**config.mk**
```make
export PLATFORM = sky130hd
export DESIGN_NAME = mpk_port_block
export DESIGN_NICKNAME = d
export VERILOG_FILES = /design/src/shared/mpk_port_pkg.sv /design/src/mpk_port_block.sv
export SDC_FILE = /design/constraint.sdc
export NUM_CORES = 1
export LEC_CHECK = 0
export BUFFER_PORTS_ARGS = -buffer_cell sky130_fd_sc_hd__buf_4
export CAP_MARGIN = 20
export CORE_MARGIN = 5
export CORE_UTILIZATION = 50
export CTS_BUF_LIST = sky130_fd_sc_hd__clkbuf_16
export DETAILED_ROUTE_END_ITERATION = 8
export PLACE_DENSITY = 0.72
export SYNTH_ARGS = -nofsm -noshare
export SYNTH_HDL_FRONTEND = slang
export SYNTH_SLANG_ARGS = --single-unit
```
**constraint.sdc**
```tcl
create_clock -name clk -period 3.7 [get_ports clk]
set_clock_uncertainty 0.05 [all_clocks]
set_input_delay 0 -clock clk [delete_from_list [all_inputs] [get_ports clk]]
set_output_delay 0 -clock clk [all_outputs]
set_load 0.02 [all_outputs]
```
**src/shared/mpk_port_pkg.sv**
```systemverilog
// Register map, field positions and reset values of the port block.
package mpk_port_pkg;
   localparam logic [15:0] ADDR_P0_LATCH = 16'hff00;
   localparam logic [15:0] ADDR_P1_PINS  = 16'hff01;
   localparam logic [15:0] ADDR_P2_LATCH = 16'hff02;
   localparam logic [15:0] ADDR_P4_LATCH = 16'hff04;
   localparam logic [15:0] ADDR_P5_LATCH = 16'hff05;
   localparam logic [15:0] ADDR_P6_LATCH = 16'hff06;
   localparam logic [15:0] ADDR_P7_LATCH = 16'hff07;
   localparam logic [15:0] ADDR_P0_DIR   = 16'hff20;
   localparam logic [15:0] ADDR_P2_DIR   = 16'hff22;
   localparam logic [15:0] ADDR_P4_DIR   = 16'hff24;
   localparam logic [15:0] ADDR_P5_DIR   = 16'hff25;
   localparam logic [15:0] ADDR_P6_DIR   = 16'hff26;
   localparam logic [15:0] ADDR_P7_DIR   = 16'hff27;
   localparam logic [15:0] ADDR_P0_PU    = 16'hff30;
   localparam logic [15:0] ADDR_P2_PU    = 16'hff32;
   localparam logic [15:0] ADDR_P4_PU    = 16'hff34;
   localparam logic [15:0] ADDR_P5_PU    = 16'hff35;
   localparam logic [15:0] ADDR_P6_PU    = 16'hff36;
   localparam logic [15:0] ADDR_P7_PU    = 16'hff37;
   localparam logic [15:0] ADDR_DRV_TYPE = 16'hff42;
   localparam logic [15:0] ADDR_MEM_EXP  = 16'hff40;
   localparam logic [15:0] ADDR_KEY_RET  = 16'hff47;
   localparam logic [7:0]  DIR_RESET     = 8'hff;
   localparam logic [7:0]  PU_RESET      = 8'h00;
   localparam logic [7:0]  LATCH_RESET   = 8'h00;
   localparam logic [2:0]  DRV_RESET     = 3'h0;
   localparam logic        KEY_EN_RESET  = 1'b0;
   localparam logic        MEM_DIR_RESET = 1'b1;
   localparam int          KEY_EN_BIT    = 0;
   localparam int          MEM_DIR_BIT   = 0;
   localparam int          OD_PINS       = 3;
   localparam logic [7:0]  P0_USED_MASK  = 8'h0f;
   localparam logic [7:0]  P7_USED_MASK  = 8'h03;
endpackage

```
**src/mpk_port_block.sv**
```systemverilog
// Seven-port general-purpose I/O block with bit and byte register access.
`timescale 1ns/1ps
module mpk_port_block
   import mpk_port_pkg::*;
(
   input  wire logic        clk,
   input  wire logic        nrst,
   input  wire logic        ce,
   input  wire logic [15:0] cpu_addr,
   input  wire logic        cpu_wr,
   input  wire logic        cpu_rd,
   input  wire logic        cpu_bit_op,
   input  wire logic [2:0]  cpu_bit_sel,
   input  wire logic [7:0]  cpu_wdata,
   output logic      [7:0]  cpu_rdata,
   input  wire logic [3:0]  p0_in,
   output logic      [3:0]  p0_out,
   output logic      [3:0]  p0_oe,
   output logic      [3:0]  p0_pu,
   output logic      [3:0]  p0_int_req,
   input  wire logic [7:0]  p1_in,
   input  wire logic [7:0]  p2_in,
   output logic      [7:0]  p2_out,
   output logic      [7:0]  p2_oe,
   output logic      [7:0]  p2_pu,
   input  wire logic [7:0]  p4_in,
   output logic      [7:0]  p4_out,
   output logic      [7:0]  p4_oe,
   output logic      [7:0]  p4_pu,
   output logic             key_int_req,
   input  wire logic [7:0]  p5_in,
   output logic      [7:0]  p5_out,
   output logic      [7:0]  p5_oe,
   output logic      [7:0]  p5_pu,
   input  wire logic [7:0]  p6_in,
   output logic      [7:0]  p6_out,
   output logic      [7:0]  p6_oe,
   output logic      [7:0]  p6_pu,
   input  wire logic [1:0]  p7_in,
   output logic      [1:0]  p7_out,
   output logic      [1:0]  p7_oe,
   output logic      [1:0]  p7_pu
);

   // A bit operation rewrites only the selected bit; a byte write takes all eight.
   function automatic logic [7:0] merge_write(
      input logic [7:0] old_val,
      input logic [7:0] wdata,
      input logic       bit_op,
      input logic [2:0] bit_sel
   );
      return bit_op ? ((old_val & ~(8'h01 << bit_sel)) | (wdata & (8'h01 << bit_sel))) : wdata;
   endfunction

   function automatic logic [7:0] port_view(
      input logic [7:0] dir,
      input logic [7:0] latch,
      input logic [7:0] pins
   );
      return (dir & pins) | (~dir & latch);
   endfunction

   logic [7:0] p0_dir_reg;
   logic [7:0] p2_dir_reg;
   logic [7:0] p4_dir_reg;
   logic [7:0] p5_dir_reg;
   logic [7:0] p6_dir_reg;
   logic [7:0] p7_dir_reg;
   logic [7:0] p0_pu_reg;
   logic [7:0] p2_pu_reg;
   logic [7:0] p4_pu_reg;
   logic [7:0] p5_pu_reg;
   logic [7:0] p6_pu_reg;
   logic [7:0] p7_pu_reg;
   logic [7:0] p0_lat_reg;
   logic [7:0] p2_lat_reg;
   logic [7:0] p4_lat_reg;
   logic [7:0] p5_lat_reg;
   logic [7:0] p6_lat_reg;
   logic [7:0] p7_lat_reg;
   logic [2:0] drv_type_reg;
   logic       key_en_reg;
   logic       mem_dir_reg;
   logic [3:0] p0_prev_reg;
   logic       wr;
   logic [7:0] p4_dir_eff;
   logic [7:0] p0_dir8;
   logic [7:0] p7_dir8;
   logic [7:0] rd_next;

   assign wr         = ce & cpu_wr;
   assign p4_dir_eff = {8{mem_dir_reg}};
   assign p0_dir8    = p0_dir_reg | ~P0_USED_MASK;
   assign p7_dir8    = p7_dir_reg | ~P7_USED_MASK;

   always_ff @(posedge clk)
   begin
      if (!nrst)
      begin
         p0_dir_reg <= DIR_RESET;
         p2_dir_reg <= DIR_RESET;
         p4_dir_reg <= DIR_RESET;
         p5_dir_reg <= DIR_RESET;
         p6_dir_reg <= DIR_RESET;
         p7_dir_reg <= DIR_RESET;
      end
      else if (wr)
      begin
         unique case (cpu_addr)
            ADDR_P0_DIR:
               p0_dir_reg <= merge_write(p0_dir_reg, cpu_wdata, cpu_bit_op, cpu_bit_sel)
                             | ~P0_USED_MASK;
            ADDR_P2_DIR:
               p2_dir_reg <= merge_write(p2_dir_reg, cpu_wdata, cpu_bit_op, cpu_bit_sel);
            ADDR_P4_DIR:
               p4_dir_reg <= merge_write(p4_dir_reg, cpu_wdata, cpu_bit_op, cpu_bit_sel);
            ADDR_P5_DIR:
               p5_dir_reg <= merge_write(p5_dir_reg, cpu_wdata, cpu_bit_op, cpu_bit_sel);
            ADDR_P6_DIR:
               p6_dir_reg <= merge_write(p6_dir_reg, cpu_wdata, cpu_bit_op, cpu_bit_sel);
            ADDR_P7_DIR:
               p7_dir_reg <= merge_write(p7_dir_reg, cpu_wdata, cpu_bit_op, cpu_bit_sel)
                             | ~P7_USED_MASK;
            default: ;
         endcase
      end
   end

   always_ff @(posedge clk)
   begin
      if (!nrst)
      begin
         p0_pu_reg <= PU_RESET;
         p2_pu_reg <= PU_RESET;
         p4_pu_reg <= PU_RESET;
         p5_pu_reg <= PU_RESET;
         p6_pu_reg <= PU_RESET;
         p7_pu_reg <= PU_RESET;
      end
      else if (wr)
      begin
         unique case (cpu_addr)
            ADDR_P0_PU:
               p0_pu_reg <= merge_write(p0_pu_reg, cpu_wdata, cpu_bit_op, cpu_bit_sel)
                            & P0_USED_MASK;
            ADDR_P2_PU:
               p2_pu_reg <= merge_write(p2_pu_reg, cpu_wdata, cpu_bit_op, cpu_bit_sel);
            ADDR_P4_PU:
               p4_pu_reg <= merge_write(p4_pu_reg, cpu_wdata, cpu_bit_op, cpu_bit_sel);
            ADDR_P5_PU:
               p5_pu_reg <= merge_write(p5_pu_reg, cpu_wdata, cpu_bit_op, cpu_bit_sel);
            ADDR_P6_PU:
               p6_pu_reg <= merge_write(p6_pu_reg, cpu_wdata, cpu_bit_op, cpu_bit_sel);
            ADDR_P7_PU:
               p7_pu_reg <= merge_write(p7_pu_reg, cpu_wdata, cpu_bit_op, cpu_bit_sel)
                            & P7_USED_MASK;
            default: ;
         endcase
      end
   end

   // Output latches. A bit write merges into the latch itself, not into the
   // pin view, so input-pin latch bits keep their last written value.
   always_ff @(posedge clk)
   begin
      if (!nrst)
      begin
         p0_lat_reg <= LATCH_RESET;
         p2_lat_reg <= LATCH_RESET;
         p4_lat_reg <= LATCH_RESET;
         p5_lat_reg <= LATCH_RESET;
         p6_lat_reg <= LATCH_RESET;
         p7_lat_reg <= LATCH_RESET;
      end
      else if (wr)
      begin
         unique case (cpu_addr)
            ADDR_P0_LATCH:
               p0_lat_reg <= merge_write(p0_lat_reg, cpu_wdata, cpu_bit_op, cpu_bit_sel)
                             & P0_USED_MASK;
            ADDR_P2_LATCH:
               p2_lat_reg <= merge_write(p2_lat_reg, cpu_wdata, cpu_bit_op, cpu_bit_sel);
            ADDR_P4_LATCH:
               p4_lat_reg <= merge_write(p4_lat_reg, cpu_wdata, cpu_bit_op, cpu_bit_sel);
            ADDR_P5_LATCH:
               p5_lat_reg <= merge_write(p5_lat_reg, cpu_wdata, cpu_bit_op, cpu_bit_sel);
            ADDR_P6_LATCH:
               p6_lat_reg <= merge_write(p6_lat_reg, cpu_wdata, cpu_bit_op, cpu_bit_sel);
            ADDR_P7_LATCH:
               p7_lat_reg <= merge_write(p7_lat_reg, cpu_wdata, cpu_bit_op, cpu_bit_sel)
                             & P7_USED_MASK;
            default: ;
         endcase
      end
   end

   always_ff @(posedge clk)
   begin
      if (!nrst)
      begin
         drv_type_reg <= DRV_RESET;
         key_en_reg   <= KEY_EN_RESET;
         mem_dir_reg  <= MEM_DIR_RESET;
      end
      else if (wr)
      begin
         unique case (cpu_addr)
            ADDR_DRV_TYPE:
               drv_type_reg <= 3'(merge_write({5'h00, drv_type_reg}, cpu_wdata,
                                              cpu_bit_op, cpu_bit_sel));
            ADDR_KEY_RET:
               key_en_reg <= (cpu_bit_op && cpu_bit_sel != 3'(KEY_EN_BIT)) ? key_en_reg
                             : cpu_wdata[KEY_EN_BIT];
            ADDR_MEM_EXP:
               mem_dir_reg <= (cpu_bit_op && cpu_bit_sel != 3'(MEM_DIR_BIT)) ? mem_dir_reg
                              : cpu_wdata[MEM_DIR_BIT];
            default: ;
         endcase
      end
   end

   // Read data path; one cycle after the request, unmapped addresses give zero.
   always_comb
   begin
      unique case (cpu_addr)
         ADDR_P0_LATCH: rd_next = port_view(p0_dir8, p0_lat_reg, {4'h0, p0_in});
         ADDR_P1_PINS:  rd_next = p1_in;
         ADDR_P2_LATCH: rd_next = port_view(p2_dir_reg, p2_lat_reg, p2_in);
         ADDR_P4_LATCH: rd_next = port_view(p4_dir_eff, p4_lat_reg, p4_in);
         ADDR_P5_LATCH: rd_next = port_view(p5_dir_reg, p5_lat_reg, p5_in);
         ADDR_P6_LATCH: rd_next = port_view(p6_dir_reg, p6_lat_reg, p6_in);
         ADDR_P7_LATCH: rd_next = port_view(p7_dir8, p7_lat_reg, {6'h00, p7_in});
         ADDR_P0_DIR:   rd_next = p0_dir8;
         ADDR_P2_DIR:   rd_next = p2_dir_reg;
         ADDR_P4_DIR:   rd_next = p4_dir_reg;
         ADDR_P5_DIR:   rd_next = p5_dir_reg;
         ADDR_P6_DIR:   rd_next = p6_dir_reg;
         ADDR_P7_DIR:   rd_next = p7_dir8;
         ADDR_P0_PU:    rd_next = p0_pu_reg;
         ADDR_P2_PU:    rd_next = p2_pu_reg;
         ADDR_P4_PU:    rd_next = p4_pu_reg;
         ADDR_P5_PU:    rd_next = p5_pu_reg;
         ADDR_P6_PU:    rd_next = p6_pu_reg;
         ADDR_P7_PU:    rd_next = p7_pu_reg;
         ADDR_DRV_TYPE: rd_next = {5'h00, drv_type_reg};
         ADDR_KEY_RET:  rd_next = {7'h00, key_en_reg};
         ADDR_MEM_EXP:  rd_next = {7'h00, mem_dir_reg};
         default:       rd_next = 8'h00;
      endcase
   end

   always_ff @(posedge clk)
   begin
      if (!nrst)
         cpu_rdata <= 8'h00;
      else if (ce && cpu_rd)
         cpu_rdata <= rd_next;
   end

   // Pin drivers. Open-drain pins on port 2 only sink: they enable the driver
   // when the latch holds 0 and float otherwise.
   always_ff @(posedge clk)
   begin
      if (!nrst)
      begin
         p0_out <= 4'h0;
         p0_oe  <= 4'h0;
         p2_out <= 8'h00;
         p2_oe  <= 8'h00;
         p4_out <= 8'h00;
         p4_oe  <= 8'h00;
         p5_out <= 8'h00;
         p5_oe  <= 8'h00;
         p6_out <= 8'h00;
         p6_oe  <= 8'h00;
         p7_out <= 2'h0;
         p7_oe  <= 2'h0;
      end
      else if (ce)
      begin
         p0_out <= p0_lat_reg[3:0];
         p0_oe  <= ~p0_dir_reg[3:0];
         p2_out <= p2_lat_reg;
         p2_oe  <= ~p2_dir_reg & ~({5'h00, drv_type_reg} & p2_lat_reg);
         p4_out <= p4_lat_reg;
         p4_oe  <= ~p4_dir_eff;
         p5_out <= p5_lat_reg;
         p5_oe  <= ~p5_dir_reg;
         p6_out <= p6_lat_reg;
         p6_oe  <= ~p6_dir_reg;
         p7_out <= p7_lat_reg[1:0];
         p7_oe  <= ~p7_dir_reg[1:0];
      end
   end

   // Pull-ups act only while the pin is an input.
   always_ff @(posedge clk)
   begin
      if (!nrst)
      begin
         p0_pu <= 4'h0;
         p2_pu <= 8'h00;
         p4_pu <= 8'h00;
         p5_pu <= 8'h00;
         p6_pu <= 8'h00;
         p7_pu <= 2'h0;
      end
      else if (ce)
      begin
         p0_pu <= p0_pu_reg[3:0] & p0_dir_reg[3:0];
         p2_pu <= p2_pu_reg & p2_dir_reg;
         p4_pu <= p4_pu_reg & p4_dir_eff;
         p5_pu <= p5_pu_reg & p5_dir_reg;
         p6_pu <= p6_pu_reg & p6_dir_reg;
         p7_pu <= p7_pu_reg[1:0] & p7_dir_reg[1:0];
      end
   end

   // Port 0 pins feed the interrupt inputs whatever their direction, so driving a new level
   // also fires a request. The history follows the pins in reset, so no false edge follows.
   always_ff @(posedge clk)
   begin
      if (!nrst)
      begin
         p0_prev_reg <= p0_in;
         p0_int_req  <= 4'h0;
      end
      else if (ce)
      begin
         p0_prev_reg <= p0_in;
         p0_int_req  <= p0_in ^ p0_prev_reg;
      end
   end

   // Key-return request is a level: any port 4 input pin held low.
   always_ff @(posedge clk)
   begin
      if (!nrst)
         key_int_req <= 1'b0;
      else if (ce)
         key_int_req <= key_en_reg & |(~p4_in & p4_dir_eff);
   end

endmodule // mpk_port_block

```
* Word level (Yosys, flattened, before mapping) *
Cells that the tools add are included.

storage, ports and cells
  register bits = 250
  logic and storage cells = 195
  output and inout bits = 127

operators by class
  multiplexer cells = 22
  equal/unequal tests = 23
  bitwise logic cells = 81
  shifts and indexed selects = 1
  reductions and logical operators = 25

operators with widths
  kind                  number
  $eq 16x16->1 const B  22
  $and 8x8->8           27
  $pmux 8 s22           1
  $or 8x8->8            18
  $mux 8                12
  $not 8->8             9
  $reduce_and 2->1      19
  $mux 4                5
  $and 4x4->4           4
  $and 8x2->8           2
  $and 8x4->8           2
  $or 4x4->4            3
  $and 2x2->2           4
  $and 3x8->8           1
  $reduce_or 8->1       1
  $shl 1x3->8 const A   1
  $mux 2                3
  $or 2x2->2            3
  $reduce_and 3->1      2
  $not 4->4             1
  $xor 4x4->4           1
  $and 3x3->3           1
  $mux 3                1
  $or 3x3->3            1
  6 further kinds       8

* Longest topological paths before layout *
  word-level depth = 5
  depth in mapped cells = 9
  depth with buffers taken out = 6

* Worst setup path after synthesis *
No wires, ideal clock.

  path type = input to register
  start = in cpu_addr[4]
  end = reg cpu_rdata[4]
  setup slack = 1.834 ns
  cell stages on the path = 8
  path buffers = 2
  data arrival time = 1.736 ns
  cells stage by stage = buf_4 or4_4 buf_6 nor4_4 a32o_1 a221oi_1 and3_4 a211oi_2

on the way
  word-level cells in the longest chain between the ends = 2
  elaborated cells on any way between the ends = 23
  classes of those cells = eq/ne: 22; mux: 1

ends and longest elaborated chain
  element               RTL line               source
  from (decl)           mpk_port_block.sv:9    input wire logic [15:0] cpu_addr,
  $eq 16x16->1          mpk_port_block.sv:225  unique case (cpu_addr)
  $pmux 8 s22 *         mpk_port_block.sv:225
  to (signal assigned)  mpk_port_block.sv:257  cpu_rdata <= rd_next;
  to (decl)             mpk_port_block.sv:15   output logic [7:0] cpu_rdata,

Every way passes the cells marked *; elsewhere a longest branch is shown, timed or not.
A chain may end at the register's enable or synchronous reset.

* Worst setup path after layout *
  start = reg mem_dir_reg
  end = reg cpu_rdata[7]

on the way
  word-level cells in the longest chain between the ends = 4
  elaborated cells on any way between the ends = 5
  classes of those cells = mux: 1; bitwise: 4

ends and longest elaborated chain
  element                 RTL line               source
  from (decl)             mpk_port_block.sv:83   logic mem_dir_reg;
  from (signal assigned)  mpk_port_block.sv:215  mem_dir_reg <= (cpu_bit_op && cpu_bit_sel != 3'(MEM_DIR_BIT)) ? mem_dir_reg
  $not 8->8               mpk_port_block.sv:60   return (dir & pins) | (~dir & latch);
  $and 8x8->8             mpk_port_block.sv:60
  $or 8x8->8 *            mpk_port_block.sv:60
  $pmux 8 s22 *           mpk_port_block.sv:225

Marked as above.

==> flow_summary.json <==
{
  "hold_viol_final": 0,
  "ys_ff_latch": 243,
  "cap_violations": 0,
  "die_area_um2": 26900,
  "clkTransAtPathRegs_ns": 0.07,
  "p_int_mw": 4.32,
  "io_pins": 206,
  "rsz0062_at_grt": "no",
  "fmax_mhz": 341,
  "firstDrtPassIters": 7,
  "synth_seq_area_share": 0.414,
  "synth.top_cell.area_share": 0.404,
  "die_h_um": 164,
  "viasPerCell": 6.24,
  "status": "finished clean",
  "reg2reg_depth": 7,
  "clockBufferDepth": 3,
  "slew_headroom": 0.330,
  "async_flop_share": 0,
  "cts_buffers": 26,
  "clk_latency_ns": 0.55,
  "vias": 11700,
  "period_needed_ns": 2.93,
  "final_cell_mix": "257 x buf_4, 239 x dfxtp_1, 161 x nand2_1",
  "vdd_drop_max_uv": 355,
  "worstHoldEndpoint": "key_int_req",
  "cp_data_required_time_ns": 4.07,
  "yosysTopAreaCell": "dfxtp_1",
  "finalPower_mw": 5.74,
  "cts_tree": "done",
  "core_area_um2": 23400,
  "fin_tns_setup_ns": 0,
  "synth.area.top_cells": "dfxtp_1 40%, mux2i_1 8.4%, nand3_1 5.7%",
  "avgSynthCellArea_um2": 8.95,
  "synth_area_um2": 11900,
  "track_usage": 0.360,
  "drtAntennaViolNets": 0,
  "area_growth_pct": 25.4,
  "fin_area_um2": 14900,
  "syn_inst": 1324,
  "start_util": 0.507,
  "synth_nets": 1403,
  "critPathCaptureType": "register",
  "crit_type": "reg -> reg",
  "hp-class": "in -> reg",
  "die_w_um": 164,
  "final_common_cell": "buf_4",
  "cts_max_level": 1,
  "rr_endpoint": "cpu_rdata[7]",
  "numClockSinks": 243,
  "crit_start": "mem_dir_reg",
  "synth_edf_count": 4,
  "ys_types": 70,
  "overflow": 0,
  "p_leak_nw": 6.22,
  "placed_area_um2": 13700,
  "setup_viol": 0,
  "n_fill_cell": 2072,
  "pwr-share-clk": 0.451,
  "whs_ns": 0.00146,
  "io_buffer_count": 205,
  "holdPathStages": 4,
  "initialDrtViolationCount": 1401,
  "p_sw_mw": 1.42,
  "cp-start-kind": "register",
  "worstPathArrival_ns": 3.30,
  "drive_above_1_share": 0.226,
  "drc": 0,
  "grt_pass1_wl_mm": 72.1,
  "wire_per_inst_um": 26.8,
  "routed_wl_mm": 50.1,
  "rrSetupSlack_ns": 0.77,
  "comb_power_share": 0.087,
  "grt_pass1_vias": 11100,
  "regArea_um2": 4900,
  "critPathMaxFanout": 12,
  "gp_congestion": 1.05,
  "swShare": 0.247,
  "antenna_found_initial": 1,
  "seqPwrFrac": 0.462,
  "cts_root_buffer": "clkbuf_16",
  "fin_crit_sh": 0.792,
  "final_nets": 1610,
  "worstMarginPinSlew_ns": 1.00,
  "ys_warn_count": 0,
  "r2r-start": "mem_dir_reg",
  "grt_max_degree": 139,
  "p_per_area_nw_per_um2": 386,
  "fp-row-count": 56,
  "synth_flop_cell": "dfxtp_1",
  "hp-start": "p4_in[1]",
  "place_hpwl_mm": 36.1,
  "drv_slew": 0,
  "multiInputGateArea_um2": 6420
}
[kinds of logic (layout without fill, tap and decap cells)]
| kind of cell | count (synthesis) | count (layout) | share of synthesized area |
|---|---|---|---|
| other | 0 | 1 | 0 |
| AOI/OAI and AO/OA | 298 | 298 | 0.181 |
| muxes | 109 | 109 | 0.0930 |
| and+or+nand+nor | 547 | 547 | 0.264 |
| buffers and inverters | 123 | 350 | 0.0462 |
| DFF | 243 | 243 | 0.414 |
| xor gates and xnor gates | 4 | 4 | 0.00295 |
[per-layer routing]
| metal | GRT usage | part of all wire | vias up |
|---|---|---|---|
| li1 | - | - | 5196 |
| met1 | 0.486 | 0.41 | 5617 |
| met2 | 0.572 | 0.45 | 718 |
| met3 | 0.0745 | 0.099 | 140 |
| met4 | 0.132 | 0.044 | 0 |
| met5 | 0 | 0 | - |
[synth_stat cells (7+ instances only)]
master	instances
dfxtp_1	239
nand2_1	161
nand3_1	134
mux2i_1	100
nor2b_1	85
clkbuf_1	68
o21ai_0	67
a21boi_0	60
a21oi_1	35
nand2b_1	33
a21boi_1	29
o211a_1	27
nor2_1	21
buf_2	18
a22oi_1	17
nor4_1	16
inv_1	15
and2_1	13
buf_4	11
nand4_1	11
nor4_2	11
a32oi_1	10
mux2_2	9
buf_1	8
nor3_2	7
[power by group through the flow]
stage               Combinational (mW)  Clock [mW]  Sequential (mW)
finish                           0.497        2.59             2.65
global route                     0.514        2.74             2.66
CTS                              0.485        2.62             2.65
detailed placement               0.462           0             2.71
global placement                 0.462           0             2.71
floorplan                        0.233           0             2.73
[what timing repair did]
| action | 4_1_cts | 5_1_grt |
|---|---|---|
| gates resized for setup | 0 | 0 |
| hold endpoints to repair | 139 | 0 |
| hold buffers | 28 | 0 |
| setup buffers | 0 | 0 |
[worst max-delay path, stage by stage, from the launching register on]
cell and delay (ns):
dfxtp_1 0.84, mux2_2 0.43, a32o_1 0.21, a221oi_1 0.24, nand3_1 0.10, nor4_1 0.29, dlygate4sd3_1 0.61, nor3_2 0.05
[cell type report]
cell class / count / area share
antenna: 1 / 0.000168
clock buffer: 26 / 0.0438
clock inverter: 22 / 0.0130
inverter: 15 / 0.00379
multi-input combinational: 958 / 0.432
sequential: 243 / 0.330
tap: 319 / 0.0268
timing repair buffer: 287 / 0.151
[through the flow]
stage,instances,util,worst slack (ns)
2_1_floorplan,1324,-,1.83
3_3_place_gp,1794,0.587,1.07
3_5_place_dp,1794,0.587,1.09
4_1_cts,1870,0.635,0.836
5_1_grt,1870,0.635,0.620
6_report,1871,0.635,0.768
[how the worst max path moves through the flow]
stage                   endpoint  slack (ns)  cells after the start
floorplan           cpu_rdata[4]        1.83                      8
global placement    cpu_rdata[2]        1.07                      9
detailed placement  cpu_rdata[2]        1.09                      9
CTS                 cpu_rdata[7]        0.84                      7
global route        cpu_rdata[6]        0.62                     10
finish              cpu_rdata[7]        0.77                      7
Note: power is estimated with default switching activity, not from simulation.
